==> config.mk <==
export PLATFORM = sky130hd
export DESIGN_NAME = axi_master_attribute_gen
export DESIGN_NICKNAME = d
export VERILOG_FILES = /design/src/attr_pkg.sv /design/src/attr_cfg_if.sv /design/src/addr_slice.sv /design/src/attr_apb_regs.sv /design/src/axi_master_attribute_gen.sv
export SDC_FILE = /design/constraint.sdc
export NUM_CORES = 1
export LEC_CHECK = 0
export BUFFER_PORTS_ARGS = -buffer_cell sky130_fd_sc_hd__buf_2
export CORE_AREA = 2 2 228 230
export DETAILED_ROUTE_END_ITERATION = 10
export DIE_AREA = 0 0 230 232
export PLACE_DENSITY = 0.61
export SLEW_MARGIN = 25
export SYNTH_ARGS = -nofsm -noshare
export SYNTH_HDL_FRONTEND = slang
export SYNTH_HIERARCHICAL = 1
export SYNTH_SLANG_ARGS = --single-unit
==> constraint.sdc <==
create_clock -name clk_sys -period 4.15 [get_ports clk_sys]
set_clock_uncertainty 0.2 [all_clocks]
set_input_delay 0.415 -clock clk_sys [delete_from_list [all_inputs] [get_ports clk_sys]]
set_output_delay 0.415 -clock clk_sys [all_outputs]
set_load 0.005 [all_outputs]
==> src/attr_pkg.sv <==
// Shared constants and types for the master port attribute generator.
//------------------------------------------------------------------------------
// Behaviour
// RL1: Plain ports carry no ID; coherent ports one bit.
// RL2: Every transfer uses full bus width size.
// RL3: Instruction peripheral prot 100, or 110 when nonsecure.
// RL4: Full data peripheral cache is 0011.
// RL5: Data peripheral prot 000, or 010 when nonsecure.
// RL6: Full data peripheral QoS is 1000.
// RL7: Instruction cache line fetches use cache 1111.
// RL8: Coherent DVM requests use cache 0010.
// RL9: Coherent cache ports use inner shareable domain.
// RL10: Instruction cache prot 100, or 110 nonsecure.
// RL11: Instruction cache read QoS is 0111.
// RL12: Plain data cache exclusive uses 0010, else 1111.
// RL13: Coherent data cache reads keep 1111 except DVM.
// RL14: Data cache prot 000, or 010 when nonsecure.
// RL15: Data cache read QoS is 1100.
// RL16: Data cache write QoS is 1000.
// RL17: Instruction cache address widens with address extension.
// RL18: Data cache address width follows address size.
// RL19: Exclusive data peripheral support selects full protocol.
// RL20: Attributes hold stable while a request is valid.
//------------------------------------------------------------------------------
package attr_pkg;

  // Protection encodings, unprivileged in every case.
  localparam logic [2:0] PROT_INSTR_SECURE = 3'h4;
  localparam logic [2:0] PROT_INSTR_NONSEC = 3'h6;
  localparam logic [2:0] PROT_DATA_SECURE = 3'h0;
  localparam logic [2:0] PROT_DATA_NONSEC = 3'h2;

  // Memory type encodings.
  localparam logic [3:0] CACHE_NONE = 4'h0;
  localparam logic [3:0] CACHE_NORMAL_BUF = 4'h3;
  localparam logic [3:0] CACHE_NORMAL_NOBUF = 4'h2;
  localparam logic [3:0] CACHE_WB_ALLOC = 4'hf;

  // Quality of service priorities.
  localparam logic [3:0] QOS_NONE = 4'h0;
  localparam logic [3:0] QOS_DATA_PERIPH = 4'h8;
  localparam logic [3:0] QOS_INSTR_CACHE = 4'h7;
  localparam logic [3:0] QOS_DCACHE_READ = 4'hc;
  localparam logic [3:0] QOS_DCACHE_WRITE = 4'h8;

  // Shareability domains.
  localparam logic [1:0] DOMAIN_NONSHARE = 2'h0;
  localparam logic [1:0] DOMAIN_INNER = 2'h1;

  // Non-secure select bit positions, one per port.
  localparam int NS_DATA_PERIPH = 0;
  localparam int NS_INSTR_PERIPH = 1;
  localparam int NS_DATA_CACHE = 2;
  localparam int NS_INSTR_CACHE = 3;

  // Address and data widths, and the address slot count.
  localparam int ADDR_BASE_W = 32;
  localparam int ADDR_MAX_W = 64;
  localparam int DATA_BASE_W = 32;
  localparam int DATA_MAX_W = 512;
  localparam int SLICE_COUNT = 6;

  // Register map, byte addresses on the APB port.
  localparam logic [11:0] ADDR_NS_SEL = 12'h000;
  localparam logic [11:0] ADDR_CONFIG = 12'h004;
  localparam logic [11:0] ADDR_BUSY = 12'h008;
  localparam logic [3:0] NS_SEL_RESET = 4'h0;

  // Attribute bundle carried beside every address.
  typedef struct packed {
    logic id;
    logic lock;
    logic [2:0] size;
    logic [2:0] prot;
    logic [3:0] cache;
    logic [3:0] qos;
    logic [1:0] domain;
  } ax_attr_t;

  // Transfer size code for a full-width beat.
  function automatic logic [2:0] full_size(input int data_w);
    full_size = 3'($clog2(data_w / 8));
  endfunction

endpackage

==> src/attr_cfg_if.sv <==
// Configuration and status bundle between the register slave and the core.
interface attr_cfg_if;
  logic [3:0] ns_sel; // Per-port non-secure selects.
  logic [attr_pkg::SLICE_COUNT-1:0] busy; // Pending address slots.

  modport regs (
    output ns_sel,
    input busy
  );

  modport core (
    input ns_sel,
    output busy
  );
endinterface

==> src/addr_slice.sv <==
// One-entry address slot that holds an address and its attributes steady.
module addr_slice
  import attr_pkg::*;
#(
  parameter int AW = 32
) (
  // Clock and reset.
  input wire logic clk_sys,
  input wire logic reset,
  // Upstream request.
  input wire logic in_valid,
  output logic in_ready,
  input wire logic [AW-1:0] in_addr,
  input wire attr_pkg::ax_attr_t in_attr,
  // Downstream address channel.
  output logic out_valid,
  input wire logic out_ready,
  output logic [AW-1:0] out_addr,
  output attr_pkg::ax_attr_t out_attr
);

  logic valid_q; // Slot holds a request.
  logic [AW-1:0] addr_q; // Held address.
  ax_attr_t attr_q; // Held attributes.

  // The slot accepts only when empty or draining, so the held fields
  // cannot move while valid is up and unaccepted.
  assign in_ready = !valid_q || out_ready;

  // ---------------------------------------------------------------------------
  // Slot occupancy.
  // ---------------------------------------------------------------------------
  always_ff @(posedge clk_sys) begin
    if (reset) begin
      valid_q <= 1'b0;
    end else if (in_ready) begin
      valid_q <= in_valid;
    end
  end

  // Payload loads only on acceptance of a new request.
  always_ff @(posedge clk_sys) begin
    if (reset) begin
      addr_q <= '0;
      attr_q <= '0;
    end else if (in_ready && in_valid) begin
      addr_q <= in_addr; // [RL20]
      attr_q <= in_attr; // [RL20]
    end
  end

  assign out_valid = valid_q;
  assign out_addr = addr_q;
  assign out_attr = attr_q;

endmodule

==> src/attr_apb_regs.sv <==
// APB register slave holding the non-secure selects and reporting status.
module attr_apb_regs
  import attr_pkg::*;
#(
  parameter logic [31:0] CONFIG_WORD = 32'h0
) (
  // Clock and reset.
  input wire logic clk_sys,
  input wire logic reset,
  // APB slave.
  input wire logic psel,
  input wire logic penable,
  input wire logic pwrite,
  input wire logic [11:0] paddr,
  input wire logic [31:0] pwdata,
  output logic [31:0] prdata,
  output logic pready,
  output logic pslverr,
  // Core side.
  attr_cfg_if.regs cfg
);

  logic [3:0] ns_sel_q; // Non-secure selects.
  logic [31:0] prdata_q; // Read data captured in the setup cycle.
  logic hit; // Address decodes to a register.

  assign hit = (paddr == ADDR_NS_SEL) || (paddr == ADDR_CONFIG) || (paddr == ADDR_BUSY);

  // Zero wait states: every access completes in its first access cycle.
  assign pready = 1'b1;
  assign pslverr = psel && penable && !hit;
  assign prdata = prdata_q;
  assign cfg.ns_sel = ns_sel_q;

  // ---------------------------------------------------------------------------
  // Write path.
  // ---------------------------------------------------------------------------
  always_ff @(posedge clk_sys) begin
    if (reset) begin
      ns_sel_q <= NS_SEL_RESET;
    end else if (psel && penable && pwrite && paddr == ADDR_NS_SEL) begin
      ns_sel_q <= pwdata[3:0];
    end
  end

  // Read data is sampled in the setup cycle so it leaves a flip-flop.
  always_ff @(posedge clk_sys) begin
    if (reset) begin
      prdata_q <= '0;
    end else if (psel && !penable && !pwrite) begin
      case (paddr)
        ADDR_NS_SEL: prdata_q <= {28'h0, ns_sel_q};
        ADDR_CONFIG: prdata_q <= CONFIG_WORD;
        ADDR_BUSY: prdata_q <= {{(32-SLICE_COUNT){1'b0}}, cfg.busy};
        default: prdata_q <= '0;
      endcase
    end
  end

endmodule

==> src/axi_master_attribute_gen.sv <==
// Attribute generator for the four memory-mapped master ports of the core.
//
// The implementer's own choices: the register addresses and the APB slave port.
module axi_master_attribute_gen
  import attr_pkg::*;
#(
  parameter int ADDR_SIZE = 32, // Physical address size for the cache ports.
  parameter bit PHYS_ADDR_EXT = 1'b0, // Address extension widens the instruction cache port.
  parameter bit PERIPH_EXCLUSIVE_ENABLE = 1'b0, // Data peripheral uses full protocol.
  parameter bit IC_COHERENT = 1'b0, // Instruction cache port is coherent.
  parameter bit DC_COHERENT = 1'b0, // Data cache port is coherent.
  parameter int DP_DATA_W = 32, // Data peripheral bus width.
  parameter int IC_DATA_W = 32, // Instruction cache bus width.
  parameter int DC_DATA_W = 32, // Data cache bus width.
  localparam int IC_AW = PHYS_ADDR_EXT ? ADDR_SIZE : attr_pkg::ADDR_BASE_W,
  localparam int DC_AW = ADDR_SIZE
) (
  // Clock and reset.
  input wire logic clk_sys,
  input wire logic reset,
  // APB register port.
  input wire logic psel,
  input wire logic penable,
  input wire logic pwrite,
  input wire logic [11:0] paddr,
  input wire logic [31:0] pwdata,
  output logic [31:0] prdata,
  output logic pready,
  output logic pslverr,
  // Instruction peripheral read request.
  input wire logic ip_req_valid,
  output logic ip_req_ready,
  input wire logic [attr_pkg::ADDR_BASE_W-1:0] ip_req_addr,
  // Instruction peripheral read address channel.
  output logic ip_arvalid,
  input wire logic ip_arready,
  output logic [attr_pkg::ADDR_BASE_W-1:0] ip_araddr,
  output logic [2:0] ip_arprot,
  output logic [2:0] ip_arsize,
  // Data peripheral read request.
  input wire logic dpr_req_valid,
  output logic dpr_req_ready,
  input wire logic [attr_pkg::ADDR_BASE_W-1:0] dpr_req_addr,
  input wire logic dpr_req_excl,
  // Data peripheral read address channel.
  output logic dp_arvalid,
  input wire logic dp_arready,
  output logic [attr_pkg::ADDR_BASE_W-1:0] dp_araddr,
  output logic [2:0] dp_arprot,
  output logic [3:0] dp_arcache,
  output logic [3:0] dp_arqos,
  output logic dp_arlock,
  output logic [2:0] dp_arsize,
  // Data peripheral write request.
  input wire logic dpw_req_valid,
  output logic dpw_req_ready,
  input wire logic [attr_pkg::ADDR_BASE_W-1:0] dpw_req_addr,
  input wire logic dpw_req_excl,
  // Data peripheral write address channel.
  output logic dp_awvalid,
  input wire logic dp_awready,
  output logic [attr_pkg::ADDR_BASE_W-1:0] dp_awaddr,
  output logic [2:0] dp_awprot,
  output logic [3:0] dp_awcache,
  output logic [3:0] dp_awqos,
  output logic dp_awlock,
  output logic [2:0] dp_awsize,
  // Instruction cache read request.
  input wire logic ic_req_valid,
  output logic ic_req_ready,
  input wire logic [IC_AW-1:0] ic_req_addr,
  input wire logic ic_req_dvm,
  input wire logic ic_req_id,
  // Instruction cache read address channel.
  output logic ic_arvalid,
  input wire logic ic_arready,
  output logic [IC_AW-1:0] ic_araddr,
  output logic [2:0] ic_arprot,
  output logic [3:0] ic_arcache,
  output logic [3:0] ic_arqos,
  output logic [1:0] ic_ardomain,
  output logic ic_arid,
  output logic [2:0] ic_arsize,
  // Data cache read request.
  input wire logic dcr_req_valid,
  output logic dcr_req_ready,
  input wire logic [DC_AW-1:0] dcr_req_addr,
  input wire logic dcr_req_excl,
  input wire logic dcr_req_dvm,
  input wire logic dcr_req_id,
  // Data cache read address channel.
  output logic dc_arvalid,
  input wire logic dc_arready,
  output logic [DC_AW-1:0] dc_araddr,
  output logic [2:0] dc_arprot,
  output logic [3:0] dc_arcache,
  output logic [3:0] dc_arqos,
  output logic [1:0] dc_ardomain,
  output logic dc_arlock,
  output logic dc_arid,
  output logic [2:0] dc_arsize,
  // Data cache write request.
  input wire logic dcw_req_valid,
  output logic dcw_req_ready,
  input wire logic [DC_AW-1:0] dcw_req_addr,
  input wire logic dcw_req_excl,
  input wire logic dcw_req_id,
  // Data cache write address channel.
  output logic dc_awvalid,
  input wire logic dc_awready,
  output logic [DC_AW-1:0] dc_awaddr,
  output logic [2:0] dc_awprot,
  output logic [3:0] dc_awcache,
  output logic [3:0] dc_awqos,
  output logic [1:0] dc_awdomain,
  output logic dc_awlock,
  output logic dc_awid,
  output logic [2:0] dc_awsize
);

  // ---------------------------------------------------------------------------
  // Elaboration checks.
  // ---------------------------------------------------------------------------
  // Address sizes outside the supported range have no valid port shape.
  if (ADDR_SIZE < ADDR_BASE_W || ADDR_SIZE > ADDR_MAX_W) begin : g_bad_addr
    $error("ADDR_SIZE must lie between 32 and 64.");
  end
  // Cache bus widths must be powers of two between 32 and 512 bits; the data peripheral bus is 32 or 64.
  if (DP_DATA_W < DATA_BASE_W || DP_DATA_W > DATA_BASE_W * 2 || (DP_DATA_W & (DP_DATA_W - 1)) != 0)
    begin : g_bad_dp
    $error("DP_DATA_W must be 32 or 64.");
  end
  if (IC_DATA_W < DATA_BASE_W || IC_DATA_W > DATA_MAX_W || (IC_DATA_W & (IC_DATA_W - 1)) != 0)
    begin : g_bad_ic
    $error("IC_DATA_W must be a power of two from 32 to 512.");
  end
  if (DC_DATA_W < DATA_BASE_W || DC_DATA_W > DATA_MAX_W || (DC_DATA_W & (DC_DATA_W - 1)) != 0)
    begin : g_bad_dc
    $error("DC_DATA_W must be a power of two from 32 to 512.");
  end

  // ---------------------------------------------------------------------------
  // Register slave.
  // ---------------------------------------------------------------------------
  attr_cfg_if cfg ();

  // Configuration word: read-only view of how the ports were built.
  localparam logic [31:0] CONFIG_WORD = {
    16'h0, 1'b0, 7'(ADDR_SIZE), 4'h0,
    DC_COHERENT, IC_COHERENT, PERIPH_EXCLUSIVE_ENABLE, PHYS_ADDR_EXT
  };

  attr_apb_regs #(
    .CONFIG_WORD(CONFIG_WORD)
  ) u_regs (
    .clk_sys(clk_sys),
    .reset(reset),
    .psel(psel),
    .penable(penable),
    .pwrite(pwrite),
    .paddr(paddr),
    .pwdata(pwdata),
    .prdata(prdata),
    .pready(pready),
    .pslverr(pslverr),
    .cfg(cfg.regs)
  );

  // ---------------------------------------------------------------------------
  // Attribute selection.
  // ---------------------------------------------------------------------------
  ax_attr_t ip_attr; // Instruction peripheral read.
  ax_attr_t dpr_attr; // Data peripheral read.
  ax_attr_t dpw_attr; // Data peripheral write.
  ax_attr_t icr_attr; // Instruction cache read.
  ax_attr_t dcr_attr; // Data cache read.
  ax_attr_t dcw_attr; // Data cache write.
  logic [2:0] ip_prot; // Instruction peripheral protection.
  logic [2:0] dp_prot; // Data peripheral protection.
  logic [2:0] ic_prot; // Instruction cache protection.
  logic [2:0] dc_prot; // Data cache protection.

  // Protection follows the per-port non-secure select; it is sampled into
  // the address slot with the request, so a later register write cannot
  // disturb a request already on the bus.
  always_comb begin
    ip_prot = cfg.ns_sel[NS_INSTR_PERIPH] ? PROT_INSTR_NONSEC : PROT_INSTR_SECURE; // [RL3]
    dp_prot = cfg.ns_sel[NS_DATA_PERIPH] ? PROT_DATA_NONSEC : PROT_DATA_SECURE; // [RL5]
    ic_prot = cfg.ns_sel[NS_INSTR_CACHE] ? PROT_INSTR_NONSEC : PROT_INSTR_SECURE; // [RL10]
    dc_prot = cfg.ns_sel[NS_DATA_CACHE] ? PROT_DATA_NONSEC : PROT_DATA_SECURE; // [RL14]
  end

  // Instruction peripheral: read only, no ID, no cache or QoS fields.
  always_comb begin
    ip_attr = '0;
    ip_attr.size = full_size(DATA_BASE_W); // [RL2]
    ip_attr.prot = ip_prot;
  end

  // Data peripheral: the lite variant carries only protection and size; the full
  // variant adds memory type, priority and exclusive marking.
  always_comb begin
    dpr_attr = '0;
    dpr_attr.size = full_size(DP_DATA_W); // [RL2]
    dpr_attr.prot = dp_prot;
    dpr_attr.cache = CACHE_NONE;
    if (PERIPH_EXCLUSIVE_ENABLE) begin
      dpr_attr.cache = CACHE_NORMAL_BUF; // [RL4]
      dpr_attr.qos = QOS_DATA_PERIPH; // [RL6]
      dpr_attr.lock = dpr_req_excl; // [RL19]
    end
    dpw_attr = dpr_attr;
    dpw_attr.lock = PERIPH_EXCLUSIVE_ENABLE && dpw_req_excl; // [RL19]
  end

  // Instruction cache: line fetches are write-back allocate; a coherent
  // port swaps to non-bufferable for distributed virtual memory requests.
  always_comb begin
    icr_attr = '0;
    icr_attr.size = full_size(IC_DATA_W); // [RL2]
    icr_attr.prot = ic_prot;
    icr_attr.qos = QOS_INSTR_CACHE; // [RL11]
    icr_attr.cache = CACHE_WB_ALLOC; // [RL7]
    icr_attr.domain = DOMAIN_NONSHARE;
    if (IC_COHERENT) begin
      icr_attr.id = ic_req_id; // [RL1]
      icr_attr.domain = DOMAIN_INNER; // [RL9]
      if (ic_req_dvm) begin
        icr_attr.cache = CACHE_NORMAL_NOBUF; // [RL8]
      end
    end
  end

  // Data cache reads: the plain port marks exclusives non-bufferable, the
  // coherent port keeps write-back for exclusives and swaps only for DVM.
  always_comb begin
    dcr_attr = '0;
    dcr_attr.size = full_size(DC_DATA_W); // [RL2]
    dcr_attr.prot = dc_prot;
    dcr_attr.qos = QOS_DCACHE_READ; // [RL15]
    dcr_attr.lock = dcr_req_excl;
    dcr_attr.cache = CACHE_WB_ALLOC;
    dcr_attr.domain = DOMAIN_NONSHARE;
    if (DC_COHERENT) begin
      dcr_attr.id = dcr_req_id; // [RL1]
      dcr_attr.domain = DOMAIN_INNER; // [RL9]
      if (dcr_req_dvm) begin
        dcr_attr.cache = CACHE_NORMAL_NOBUF; // [RL8]
      end else begin
        dcr_attr.cache = CACHE_WB_ALLOC; // [RL13]
      end
    end else if (dcr_req_excl) begin
      dcr_attr.cache = CACHE_NORMAL_NOBUF; // [RL12]
    end
  end

  // Data cache writes: exclusives use non-bufferable on both port forms.
  always_comb begin
    dcw_attr = '0;
    dcw_attr.size = full_size(DC_DATA_W); // [RL2]
    dcw_attr.prot = dc_prot;
    dcw_attr.qos = QOS_DCACHE_WRITE; // [RL16]
    dcw_attr.lock = dcw_req_excl;
    dcw_attr.cache = dcw_req_excl ? CACHE_NORMAL_NOBUF : CACHE_WB_ALLOC; // [RL12]
    dcw_attr.domain = DC_COHERENT ? DOMAIN_INNER : DOMAIN_NONSHARE; // [RL9]
    dcw_attr.id = DC_COHERENT && dcw_req_id; // [RL1]
  end

  // ---------------------------------------------------------------------------
  // Address slots, one per address channel.
  // ---------------------------------------------------------------------------
  ax_attr_t ip_out; // Held instruction peripheral attributes.
  ax_attr_t dpr_out; // Held data peripheral read attributes.
  ax_attr_t dpw_out; // Held data peripheral write attributes.
  ax_attr_t icr_out; // Held instruction cache attributes.
  ax_attr_t dcr_out; // Held data cache read attributes.
  ax_attr_t dcw_out; // Held data cache write attributes.

  addr_slice #(.AW(ADDR_BASE_W)) u_ip (
    .clk_sys(clk_sys), .reset(reset),
    .in_valid(ip_req_valid), .in_ready(ip_req_ready), .in_addr(ip_req_addr), .in_attr(ip_attr),
    .out_valid(ip_arvalid), .out_ready(ip_arready), .out_addr(ip_araddr), .out_attr(ip_out)
  );

  addr_slice #(.AW(ADDR_BASE_W)) u_dpr (
    .clk_sys(clk_sys), .reset(reset),
    .in_valid(dpr_req_valid), .in_ready(dpr_req_ready), .in_addr(dpr_req_addr), .in_attr(dpr_attr),
    .out_valid(dp_arvalid), .out_ready(dp_arready), .out_addr(dp_araddr), .out_attr(dpr_out)
  );

  addr_slice #(.AW(ADDR_BASE_W)) u_dpw (
    .clk_sys(clk_sys), .reset(reset),
    .in_valid(dpw_req_valid), .in_ready(dpw_req_ready), .in_addr(dpw_req_addr), .in_attr(dpw_attr),
    .out_valid(dp_awvalid), .out_ready(dp_awready), .out_addr(dp_awaddr), .out_attr(dpw_out)
  );

  // The instruction cache address is 32 bits unless extension widens it.
  addr_slice #(.AW(IC_AW)) u_icr (
    .clk_sys(clk_sys), .reset(reset),
    .in_valid(ic_req_valid), .in_ready(ic_req_ready), .in_addr(ic_req_addr), .in_attr(icr_attr),
    .out_valid(ic_arvalid), .out_ready(ic_arready), .out_addr(ic_araddr), .out_attr(icr_out)
  ); // [RL17]

  addr_slice #(.AW(DC_AW)) u_dcr (
    .clk_sys(clk_sys), .reset(reset),
    .in_valid(dcr_req_valid), .in_ready(dcr_req_ready), .in_addr(dcr_req_addr), .in_attr(dcr_attr),
    .out_valid(dc_arvalid), .out_ready(dc_arready), .out_addr(dc_araddr), .out_attr(dcr_out)
  ); // [RL18]

  addr_slice #(.AW(DC_AW)) u_dcw (
    .clk_sys(clk_sys), .reset(reset),
    .in_valid(dcw_req_valid), .in_ready(dcw_req_ready), .in_addr(dcw_req_addr), .in_attr(dcw_attr),
    .out_valid(dc_awvalid), .out_ready(dc_awready), .out_addr(dc_awaddr), .out_attr(dcw_out)
  ); // [RL18]

  // Status: which slots hold an unaccepted request.
  assign cfg.busy = {dc_awvalid, dc_arvalid, ic_arvalid, dp_awvalid, dp_arvalid, ip_arvalid};

  // ---------------------------------------------------------------------------
  // Field fan-out from the held attributes.
  // ---------------------------------------------------------------------------
  // All fields come from the slot registers, so they stay put while the
  // matching valid is high and the interconnect has not yet accepted.
  assign ip_arprot = ip_out.prot; // [RL20]
  assign ip_arsize = ip_out.size;

  assign dp_arprot = dpr_out.prot; // [RL20]
  assign dp_arcache = dpr_out.cache;
  assign dp_arqos = dpr_out.qos;
  assign dp_arlock = dpr_out.lock;
  assign dp_arsize = dpr_out.size;

  assign dp_awprot = dpw_out.prot; // [RL20]
  assign dp_awcache = dpw_out.cache;
  assign dp_awqos = dpw_out.qos;
  assign dp_awlock = dpw_out.lock;
  assign dp_awsize = dpw_out.size;

  assign ic_arprot = icr_out.prot; // [RL20]
  assign ic_arcache = icr_out.cache;
  assign ic_arqos = icr_out.qos;
  assign ic_ardomain = icr_out.domain;
  assign ic_arid = icr_out.id;
  assign ic_arsize = icr_out.size;

  assign dc_arprot = dcr_out.prot; // [RL20]
  assign dc_arcache = dcr_out.cache;
  assign dc_arqos = dcr_out.qos;
  assign dc_ardomain = dcr_out.domain;
  assign dc_arlock = dcr_out.lock;
  assign dc_arid = dcr_out.id;
  assign dc_arsize = dcr_out.size;

  assign dc_awprot = dcw_out.prot; // [RL20]
  assign dc_awcache = dcw_out.cache;
  assign dc_awqos = dcw_out.qos;
  assign dc_awdomain = dcw_out.domain;
  assign dc_awlock = dcw_out.lock;
  assign dc_awid = dcw_out.id;
  assign dc_awsize = dcw_out.size;

endmodule

**Word-level counts from Yosys, hierarchy flattened**

Cells that the tools add are included.

- Bits in registers: 271
- Bits of input ports: 262
- Output and inout bits: 327
- Logic and storage cells: 72

- Eq/ne operators: 2
- Mux-type cells: 7
- Reductions and logical operators: 30

Operators with widths:

| kind | number |
|---|---|
| $pmux W14 S3 | 1 |
| $eq A12 B3 Y1 const B | 1 |
| $eq A12 B4 Y1 const B | 1 |
| $logic_and A1 B1 Y1 | 12 |
| $logic_not A12 Y1 | 1 |
| $logic_not A1 Y1 | 9 |
| $logic_or A1 B1 Y1 | 8 |
| $mux W2 | 4 |
| $mux W4 | 2 |

**Longest topological paths before layout**

Gate-level depths: netlist (run 1).

- Depth in word-level cells: 5
- Gate-level depth with buffers: 5
- Mapped depth without buffers: 3

**Modules after synthesis**

The synthesis (run 1) kept the hierarchy.

Modules (own cells, without submodules):

| module | times used | cells each | area each (sq um) |
|---|---|---|---|
| addr_slice | 6 | 232 | 2195.9 |
| attr_apb_regs | 1 | 87 | 778.2 |
| axi_master_attribute_gen | 1 | 4 | 15.0 |

**Worst setup path after synthesis (run 1)**

No wires, ideal clock.

- Kind: input -> register
- Start: in pwrite
- End: reg u_regs.prdata_q[13] (netlist: u_regs/prdata[13])
- Arrival time: 1.471 ns
- Data required time: 3.881 ns
- Slack: 2.410 ns
- Stages on the path: 4
- Buffers on the path: 1
- Cells stage by stage: or3b_1 -> buf_2 -> or4b_1 -> o21ai_1

- Longest elaborated chain between the ends: 2

RTL lines:

| what | line | source |
|---|---|---|
| start, declared | axi_master_attribute_gen.sv:24 | `input wire logic pwrite,` |
| $logic_not A1 Y1 | attr_apb_regs.sv:50 | `end else if (psel && !penable && !pwrite) begin` |
| $logic_and A1 B1 Y1 | attr_apb_regs.sv:50 |  |
| end signal, assigned | attr_apb_regs.sv:52 | `ADDR_NS_SEL: prdata_q <= {28'h0, ns_sel_q};` |
| end signal, assigned | attr_apb_regs.sv:54 | `ADDR_BUSY: prdata_q <= {{(32-SLICE_COUNT){1'b0}}, cfg.busy};` |
| end, declared | attr_apb_regs.sv:24 | `logic [31:0] prdata_q;` |

No other way between the ends.
A chain may end at the register's enable or synchronous reset.

**Worst setup path after layout (run 1)**

- Start: reg u_dpr.valid_q (netlist: u_dpr/out_valid)
- End: out dpr_req_ready

- Longest elaborated chain between the ends: 2

RTL lines:

| what | line | source |
|---|---|---|
| start, declared | addr_slice.sv:22 | `logic valid_q;` |
| start signal, assigned | addr_slice.sv:37 | `valid_q <= in_valid;` |
| $logic_not A1 Y1 | addr_slice.sv:28 | `assign in_ready = !valid_q \|\| out_ready;` |
| $logic_or A1 B1 Y1 | addr_slice.sv:28 |  |
| end, declared | axi_master_attribute_gen.sv:42 | `output logic dpr_req_ready,` |

No other way between the ends.

==> impl_results.html, run 1 <==
<table>
<tr><th>Metric</th><th>Value</th></tr>
<tr><th colspan="2">Detailed routing</th></tr>
<tr><td>Drt first-iter violations</td><td>625</td></tr>
<tr><td>Wire length per cell</td><td>14.7 um</td></tr>
<tr><td>Total Wirelength</td><td>41,000 um</td></tr>
<tr><td>Detailed-route via count</td><td>12,444</td></tr>
<tr><td>Total DRC errors in the routed layout</td><td>0</td></tr>
<tr><td>Count of nets left with antenna violations after detail routing</td><td>0</td></tr>
<tr><td>Vias per std cell</td><td>4.48</td></tr>
<tr><td>First-pass DRT Iterations</td><td>4</td></tr>
<tr><th colspan="2">Layout</th></tr>
<tr><td>Non-filler instance count after layout</td><td>2,780</td></tr>
<tr><td>Total non-filler cell area in the finished layout</td><td>19,200 um2</td></tr>
<tr><td>Share of cells above drive strength 1</td><td>34.0%</td></tr>
<tr><td>Final layout net count</td><td>2,338</td></tr>
<tr><td>Area delta synth-&gt;final</td><td>45.0%</td></tr>
<tr><th colspan="2">GRT</th></tr>
<tr><td>Largest net degree at the start of global routing</td><td>140</td></tr>
<tr><td>Global-route wire length before repair</td><td>62,600 um</td></tr>
<tr><td>GR Util met3</td><td>4.20%</td></tr>
<tr><td>Grt met2 use</td><td>24.3%</td></tr>
<tr><td>GRT busiest layer</td><td>met2</td></tr>
<tr><td>Vias in the first global route</td><td>11,803</td></tr>
<tr><td>Total grt overflow</td><td>0</td></tr>
<tr><td>Met1 global-route usage</td><td>17.1%</td></tr>
<tr><td>Global-route usage over all layers</td><td>14.3%</td></tr>
<tr><td>Antenna violations before repair</td><td>1</td></tr>
<tr><th colspan="2">Worst setup path</th></tr>
<tr><td>CP startpoint kind</td><td>flip-flop</td></tr>
<tr><td>Critical path type</td><td>flip-flop to primary output</td></tr>
<tr><td>Cell Chain, Critical Path</td><td>nand2b_4 -&gt; buf_2</td></tr>
<tr><td>Worst setup path end</td><td>dpr_req_ready</td></tr>
<tr><td>Kind of end point of the critical path</td><td>primary output</td></tr>
<tr><td>Start point of the critical path</td><td>u_dpr/out_valid$_SDFFE_PP0P_</td></tr>
<tr><td>Crit Reg-Reg Startpoint</td><td>u_dpr/out_valid$_SDFFE_PP0P_</td></tr>
<tr><td>Number of cells on the worst reg-to-reg path</td><td>3</td></tr>
<tr><td>Cell at the slowest stage of the critical path</td><td>nand2b_4</td></tr>
<tr><td>Longest individual stage delay on the worst path</td><td>580 ps</td></tr>
<tr><td>Crit-path max FO</td><td>96</td></tr>
<tr><td>CP arrival</td><td>1970 ps</td></tr>
<tr><td>R2r endpoint</td><td>u_dpr/out_attr[6]$_SDFFE_PP0P_</td></tr>
<tr><td>Setup slack of the worst register-to-register path</td><td>2200 ps</td></tr>
<tr><td>Required time of the critical path</td><td>3530 ps</td></tr>
<tr><td>Largest delay contributor family on the critical path</td><td>simple AND/OR/NAND/NOR gates</td></tr>
<tr><td>Number of cells on the critical path</td><td>2</td></tr>
<tr><td>Buffer and inverter count on the worst path</td><td>1</td></tr>
<tr><th colspan="2">Die</th></tr>
<tr><td>Total die area</td><td>53,400 um2</td></tr>
<tr><td>Count of pins on the block boundary</td><td>589</td></tr>
<tr><td>Chip Height</td><td>232 um</td></tr>
<tr><td>Placement Rows</td><td>83</td></tr>
<tr><td>Width of the die</td><td>230 um</td></tr>
<tr><td>Initial core utilization</td><td>26.0%</td></tr>
<tr><td>Core box area</td><td>50,900 um2</td></tr>
<tr><th colspan="2">Synthesis</th></tr>
<tr><td>Synth Warn #</td><td>6</td></tr>
<tr><td>Avg Inst Size Synth</td><td>9.39 um2</td></tr>
<tr><td>Syn Inst Count</td><td>1,407</td></tr>
<tr><td>Post-Synthesis Cell Area</td><td>13,200 um2</td></tr>
<tr><th colspan="2">Power</th></tr>
<tr><td>Portion of total power attributed to the clock network</td><td>41.8%</td></tr>
<tr><td>Seq pwr share</td><td>43.9%</td></tr>
<tr><td>Fraction of power spent switching nets</td><td>24.7%</td></tr>
<tr><td>IR drop worst, VDD</td><td>0.000287 V</td></tr>
<tr><td>Part of the power in combinational logic</td><td>14.4%</td></tr>
<tr><td>Internal power consumption</td><td>5.32 mW</td></tr>
<tr><td>Switching component of the power</td><td>1.74 mW</td></tr>
<tr><td>Power density over the cells</td><td>369 nW/um2</td></tr>
<tr><td>Leakage</td><td>8.72 nW</td></tr>
<tr><th colspan="2">Place</th></tr>
<tr><td>Global placement routability congestion</td><td>0.815</td></tr>
<tr><td>Placed cells</td><td>2,523</td></tr>
<tr><td>Post-DP Area</td><td>16,000 um2</td></tr>
<tr><td>Count of port buffers added during placement</td><td>527</td></tr>
<tr><td>DP HPWL</td><td>25,900 um</td></tr>
<tr><th colspan="2">Timing</th></tr>
<tr><td>Final hold violations</td><td>0</td></tr>
<tr><td>Number of pins exceeding their max-slew limit in the final report</td><td>0</td></tr>
<tr><td>Achievable clock frequency</td><td>387 MHz</td></tr>
<tr><td>Number of endpoints failing setup at the final stage</td><td>0</td></tr>
<tr><td>Final clock period utilization by the worst path</td><td>62.3%</td></tr>
<tr><td>RSZ-0062 raised after global routing</td><td>no</td></tr>
<tr><td>Slew @ Worst Pin</td><td>983 ps</td></tr>
<tr><td>Total negative slack for setup checks</td><td>0 ps</td></tr>
<tr><td>Tightest slew margin relative to the limit</td><td>34.4%</td></tr>
<tr><td>Minimum period implied by the final worst setup slack</td><td>2590 ps</td></tr>
<tr><th colspan="2">Run</th></tr>
<tr><td>Max-capacitance violation count</td><td>0</td></tr>
<tr><th colspan="2">Clocking</th></tr>
<tr><td>Number of sinks handled by clock tree synthesis</td><td>298</td></tr>
<tr><td>Postcts setup bufs</td><td>0</td></tr>
<tr><td>Htree depth</td><td>2</td></tr>
<tr><td>Clock insertion delay at the later pin of the skew report</td><td>530 ps</td></tr>
<tr><td>Num CTS Buffers</td><td>34</td></tr>
<tr><td>Reg clk slew, reported paths</td><td>60 ps</td></tr>
<tr><td>TritonCTS clock tree</td><td>yes</td></tr>
<tr><td>CTS root buffer</td><td>clkbuf_16</td></tr>
<tr><td>Maximum buffer depth of the clock tree</td><td>3</td></tr>
<tr><th colspan="2">Run status</th></tr>
<tr><td>Result of the run</td><td>complete, no violations</td></tr>
<tr><th colspan="2">Worst hold path</th></tr>
<tr><td>Class of the tightest hold or removal check</td><td>primary input to flip-flop</td></tr>
<tr><td>Hold Path Stages</td><td>3</td></tr>
</table>
-- area by class of cell --
class,count,area (um2)
flip-flops and latches,298,5970
clock inverters,6,30.0
well taps,680,851
clock buffers,53,1080
repair buffers,734,4740
diodes,1,2.50
fillers,5071,31700
inverters,8,30.0
multi-input cells,1000,6450
-- cells in the final DEF, fill, tap and decap left out, types with 6 or more instances in the layout --
| master | n |
|---|---|
| a21bo_1 | 168 |
| a21bo_2 | 113 |
| a21oi_1 | 287 |
| buf_2 | 526 |
| buf_4 | 9 |
| clkbuf_1 | 7 |
| clkbuf_16 | 37 |
| clkbuf_8 | 9 |
| clkinv_2 | 6 |
| conb_1 | 101 |
| dfxtp_1 | 298 |
| dlygate4sd3_1 | 194 |
| inv_1 | 8 |
| mux2i_1 | 8 |
| nand2b_1 | 8 |
| nand2b_4 | 6 |
| nand3_1 | 283 |
-- worst min path at each step --
stage | startpoint | end | slack (ps)
2_1_floorplan | u_regs/prdata[0]$_SDFFE_PP0P_ | u_regs/prdata[0]$_SDFFE_PP0P_ | 260
3_3_place_gp | u_regs/prdata[2]$_SDFFE_PP0P_ | u_regs/prdata[2]$_SDFFE_PP0P_ | 240
3_5_place_dp | u_regs/prdata[3]$_SDFFE_PP0P_ | u_regs/prdata[3]$_SDFFE_PP0P_ | 250
4_1_cts | ip_req_addr[6] | u_ip/out_addr[6]$_SDFFE_PP0P_ | 3
5_1_grt | ip_req_addr[17] | u_ip/out_addr[17]$_SDFFE_PP0P_ | 20
6_report | pwdata[2] | u_regs/cfg.ns_sel[2]$_SDFFE_PP0P_ | 20
-- worst min-delay path, delay by kind of cell --
kind | cells | cell delay, ps
multiplexers | 1 | 130
buffers and inverters | 1 | 80
AND/OR/NAND/NOR | 1 | 90
-- per-layer routing --
layer  vias up  wire [um]
met3        81       2830
met2       415      19700
li1       6214          -
met5         -         13
met4         2       1240
met1      5732      17200
-- flip-flops by register name, summed over array words and instances (netlist names), 4 cells and up --
register           cells
u_dpw/out_attr        15
u_dcr/out_addr        32
u_icr/out_attr        17
u_regs/cfg.ns_sel      4
u_dpr/out_attr        15
u_dcr/out_attr        18
u_dcw/out_addr        32
u_dcw/out_attr        18
u_dpr/out_addr        32
u_ip/out_addr         32
u_icr/out_addr        32
u_regs/prdata          7
u_dpw/out_addr        32
u_ip/out_attr          6
-- metrics by stage --
step,power (mW),util [%],worst slack [ps],hold WS [ps]
after global placement,3.99,31.5,1610,242
after detailed placement,4.01,31.5,1580,248
after global routing,7.41,37.6,1400,21.2
after CTS,7.17,37.5,1460,2.66
final,7.06,37.6,1560,21.1
after floorplan,3.69,-,2410,256
-- what timing repair did --
item | CTS | global route
resized for setup | 0 | 0
endpoints found under the hold margin | 195 | 0
hold buffers | 194 | 0
-- power groups by stage --
stage | Combinational (mW) | Clock, mW | Sequential [mW]
floorplan | 0.524 | 0 | 3.17
global placement | 0.837 | 0 | 3.15
detailed placement | 0.854 | 0 | 3.16
CTS | 0.999 | 3.08 | 3.10
global route | 1.11 | 3.19 | 3.12
finish | 1.01 | 2.95 | 3.10
(Power assumes the default switching activity.)
==> run 2, diff against run 1 <==
CORE_AREA = 2 2 230 232   (was 2 2 228 230)
DIE_AREA = 0 0 232 234   (was 0 0 230 232)
PLACE_DENSITY = 0.6   (was 0.61)
clock period = 2.6 ns   (was 4.15 ns; I/O delays follow)
==> impl_results.html, run 2 (synthesis gave the netlist of run 1 again) <==
<table>
<tr><th>Metric</th><th>Value</th></tr>
<tr><th colspan="2">GRT</th></tr>
<tr><td>Antenna violations before repair</td><td>6 (was 1)</td></tr>
<tr><td>Global-route wire length before repair</td><td>65,000 um (was 62,600 um)</td></tr>
<tr><td>Total grt overflow</td><td>0 (unchanged)</td></tr>
<tr><td>Vias in the first global route</td><td>12,215 (was 11,803)</td></tr>
<tr><td>Largest net degree at the start of global routing</td><td>102 (was 140)</td></tr>
<tr><td>Global-route usage over all layers</td><td>14.8% (was 14.3%)</td></tr>
<tr><th colspan="2">Power</th></tr>
<tr><td>Final Power</td><td>11.3 mW (was 7.06 mW)</td></tr>
<tr><td>Leakage</td><td>9.07 nW (was 8.72 nW)</td></tr>
<tr><td>IR drop worst, VDD</td><td>0.000404 V (was 0.000287 V)</td></tr>
<tr><td>Power density over the cells</td><td>567 nW/um2 (was 369 nW/um2)</td></tr>
<tr><th colspan="2">Die</th></tr>
<tr><td>Initial core utilization</td><td>25.4% (was 26.0%)</td></tr>
<tr><td>Width of the die</td><td>232 um (was 230 um)</td></tr>
<tr><td>Total die area</td><td>54,300 um2 (was 53,400 um2)</td></tr>
<tr><td>Core box area</td><td>52,000 um2 (was 50,900 um2)</td></tr>
<tr><td>Chip Height</td><td>234 um (was 232 um)</td></tr>
<tr><td>Count of pins on the block boundary</td><td>589 (unchanged)</td></tr>
<tr><td>Placement Rows</td><td>84 (was 83)</td></tr>
<tr><th colspan="2">Detailed routing</th></tr>
<tr><td>Detailed-route via count</td><td>12,872 (was 12,444)</td></tr>
<tr><td>Vias per std cell</td><td>4.50 (was 4.48)</td></tr>
<tr><td>Wire length per cell</td><td>15.3 um (was 14.7 um)</td></tr>
<tr><td>First-pass DRT Iterations</td><td>5 (was 4)</td></tr>
<tr><td>Total DRC errors in the routed layout</td><td>0 (unchanged)</td></tr>
<tr><td>Total Wirelength</td><td>43,600 um (was 41,000 um)</td></tr>
<tr><td>Drt first-iter violations</td><td>707 (was 625)</td></tr>
<tr><td>Count of nets left with antenna violations after detail routing</td><td>0 (unchanged)</td></tr>
<tr><th colspan="2">Worst setup path</th></tr>
<tr><td>Crit-path max FO</td><td>3 (was 96)</td></tr>
<tr><td>Kind of end point of the critical path</td><td>flip-flop (was primary output)</td></tr>
<tr><td>Critical path type</td><td>primary input to flip-flop (was flip-flop to primary output)</td></tr>
<tr><td>Crit Reg-Reg Startpoint</td><td>u_dcw/out_valid$_SDFFE_PP0P_ (was u_dpr/out_valid$_SDFFE_PP0P_)</td></tr>
<tr><td>CP startpoint kind</td><td>primary input (was flip-flop)</td></tr>
<tr><td>Largest delay contributor family on the critical path</td><td>buffers and inverters (was simple AND/OR/NAND/NOR gates)</td></tr>
<tr><td>Cell with the most instances on the worst path</td><td>dlygate4sd3_1</td></tr>
<tr><td>Required time of the critical path</td><td>2810 ps (was 3530 ps)</td></tr>
<tr><td>Cell Chain, Critical Path</td><td>dlygate4sd3_1 -&gt; buf_2 -&gt; nor3_1 -&gt; nand3_1 -&gt; dlygate4sd3_1 -&gt; o41ai_1 (was nand2b_4 -&gt; buf_2)</td></tr>
<tr><td>Number of cells on the worst reg-to-reg path</td><td>5 (was 3)</td></tr>
<tr><td>Setup slack of the worst register-to-register path</td><td>190 ps (was 2200 ps)</td></tr>
<tr><td>R2r endpoint</td><td>u_dcw/out_addr[29]$_SDFFE_PP0P_ (was u_dpr/out_attr[6]$_SDFFE_PP0P_)</td></tr>
<tr><td>Buffer and inverter count on the worst path</td><td>3 (was 1)</td></tr>
<tr><td>Cell at the slowest stage of the critical path</td><td>dlygate4sd3_1 (was nand2b_4)</td></tr>
<tr><td>CP arrival</td><td>2630 ps (was 1970 ps)</td></tr>
<tr><td>Longest individual stage delay on the worst path</td><td>690 ps (was 580 ps)</td></tr>
<tr><th colspan="2">Worst hold path</th></tr>
<tr><td>Start point of the worst hold path</td><td>dcr_req_valid (was pwdata[2])</td></tr>
<tr><td>End point of the worst hold path</td><td>u_dcr/out_addr[31]$_SDFFE_PP0P_ (was u_regs/cfg.ns_sel[2]$_SDFFE_PP0P_)</td></tr>
<tr><td>Hold Path Stages</td><td>3 (unchanged)</td></tr>
<tr><td>Class of the tightest hold or removal check</td><td>primary input to flip-flop (unchanged)</td></tr>
<tr><th colspan="2">Clocking</th></tr>
<tr><td>Htree depth</td><td>2 (unchanged)</td></tr>
<tr><td>TritonCTS clock tree</td><td>yes (unchanged)</td></tr>
<tr><td>Reg clk slew, reported paths</td><td>60 ps (about the same)</td></tr>
<tr><td>Postcts setup bufs</td><td>0 (unchanged)</td></tr>
<tr><td>Number of sinks handled by clock tree synthesis</td><td>298 (unchanged)</td></tr>
<tr><td>CTS root buffer</td><td>clkbuf_16 (unchanged)</td></tr>
<tr><td>Maximum buffer depth of the clock tree</td><td>3 (unchanged)</td></tr>
<tr><td>Clock insertion delay at the later pin of the skew report</td><td>520 ps (was 530 ps)</td></tr>
<tr><td>Num CTS Buffers</td><td>34 (unchanged)</td></tr>
<tr><th colspan="2">Timing</th></tr>
<tr><td>Total negative slack for setup checks</td><td>0 ps (unchanged)</td></tr>
<tr><td>Final clock period utilization by the worst path</td><td>93.1%</td></tr>
<tr><td>Minimum period implied by the final worst setup slack</td><td>2420 ps</td></tr>
<tr><td>Final worst-path setup slack</td><td>180 ps (was 1560 ps)</td></tr>
<tr><td>Slew @ Worst Pin</td><td>983 ps (about the same)</td></tr>
<tr><td>RSZ-0062 raised after global routing</td><td>no (unchanged)</td></tr>
<tr><td>Number of pins exceeding their max-slew limit in the final report</td><td>0 (unchanged)</td></tr>
<tr><td>Worst hold margin</td><td>49.4 ps (was 21.1 ps)</td></tr>
<tr><td>Tightest slew margin relative to the limit</td><td>34.5% (was 34.4%)</td></tr>
<tr><td>Number of endpoints failing setup at the final stage</td><td>0 (unchanged)</td></tr>
<tr><td>Achievable clock frequency</td><td>413 MHz</td></tr>
<tr><td>Final hold violations</td><td>0 (unchanged)</td></tr>
<tr><th colspan="2">Layout</th></tr>
<tr><td>Share of cells above drive strength 1</td><td>33.0% (was 34.0%)</td></tr>
<tr><td>Flip-flop and latch area</td><td>5970 um2 (unchanged)</td></tr>
<tr><td>Final layout net count</td><td>2,406 (was 2,338)</td></tr>
<tr><td>Layout filler cell count</td><td>5,108 (was 5,071)</td></tr>
<tr><td>Area of the multi-input gates</td><td>6460 um2 (was 6450 um2)</td></tr>
<tr><td>Most frequent cells in the layout</td><td>buf_2, dfxtp_1, a21oi_1 (unchanged)</td></tr>
<tr><td>Leading cell type in the layout, fill and taps excluded</td><td>buf_2 (unchanged)</td></tr>
<tr><td>Area delta synth-&gt;final</td><td>50.6% (was 45.0%)</td></tr>
<tr><th colspan="2">Run status</th></tr>
<tr><td>Result of the run</td><td>complete, no violations (unchanged)</td></tr>
<tr><th colspan="2">Place</th></tr>
<tr><td>Pre-CTS WS</td><td>533 ps (was 1580 ps)</td></tr>
<tr><td>Count of port buffers added during placement</td><td>527 (unchanged)</td></tr>
<tr><td>Global placement routability congestion</td><td>0.731 (was 0.815)</td></tr>
<tr><td>DP HPWL</td><td>26,700 um (was 25,900 um)</td></tr>
<tr><th colspan="2">Run</th></tr>
<tr><td>Max-capacitance violation count</td><td>0 (unchanged)</td></tr>
</table>
run 2: area by class of cell:
| type | instances | share of cell area [%] |
|---|---|---|
| timing repair buffer | 802 | 27.7 |
| clock inverter | 8 | 0.220 |
| inverter | 8 | 0.151 |
| clock buffer | 51 | 5.06 |
| sequential | 298 | 30.0 |
| antenna | 5 | 0.0629 |
| multi-input combinational | 1000 | 32.5 |
| tap | 688 | 4.33 |
run 2: per-layer routing:
| metal | global-route usage [%] | part of all wire, % | wire [um] |
|---|---|---|---|
| met5 | 0 | 0.034 | 15 |
| met4 | 7.07 | 4.0 | 1730 |
| met3 | 3.50 | 6.0 | 2610 |
| met1 | 17.1 | 41 | 17700 |
| met2 | 25.6 | 49 | 21600 |
run 2: worst max-delay path by stage:
stage                                       startpoint                              end  slack (ps)  depth (start not counted)
after global placement                           reset    u_regs/prdata[0]$_SDFFE_PP0P_         540                          4
after CTS                                     paddr[0]    u_regs/prdata[5]$_SDFFE_PP0P_          10                          6
final                                        paddr[10]    u_regs/prdata[5]$_SDFFE_PP0P_         180                          6
after detailed placement                         reset    u_regs/prdata[3]$_SDFFE_PP0P_         530                          4
after global routing      u_dcw/out_valid$_SDFFE_PP0P_  u_dcw/out_addr[29]$_SDFFE_PP0P_          90                          5
after floorplan                                 pwrite   u_regs/prdata[13]$_SDFFE_PP0P_        1020                          4
run 2: worst register-to-register path, stage by stage, from the launching register on:
cell and delay, ps:
dfxtp_1 540, nand2b_4 300, buf_12 310, a21bo_2 260, a21oi_1 160, dlygate4sd3_1 580
run 2: through the flow:
| stage | instance area (um2) | cells | util [%] |
|---|---|---|---|
| final | 19900 | 2860 | 38.2 |
| after global routing | 19900 | 2859 | 38.2 |
| after CTS | 19900 | 2856 | 38.2 |
| after detailed placement | 16200 | 2539 | 31.2 |
| after global placement | 16200 | 2539 | 31.2 |
| after floorplan | 13600 | 1504 | - |
run 2: power by group:
group | switching, mW | internal (mW) | leakage, nW
Clock | 1.92 | 2.67 | 0.524
Combinational | 0.820 | 0.917 | 6.09
Sequential | 0.122 | 4.82 | 2.45
run 2: timing repair:
item | CTS | global route
resized for setup | 0 | 1
endpoints found under the hold margin | 221 | 0
hold buffers | 258 | 0
endpoints found under the setup margin | 0 | 3
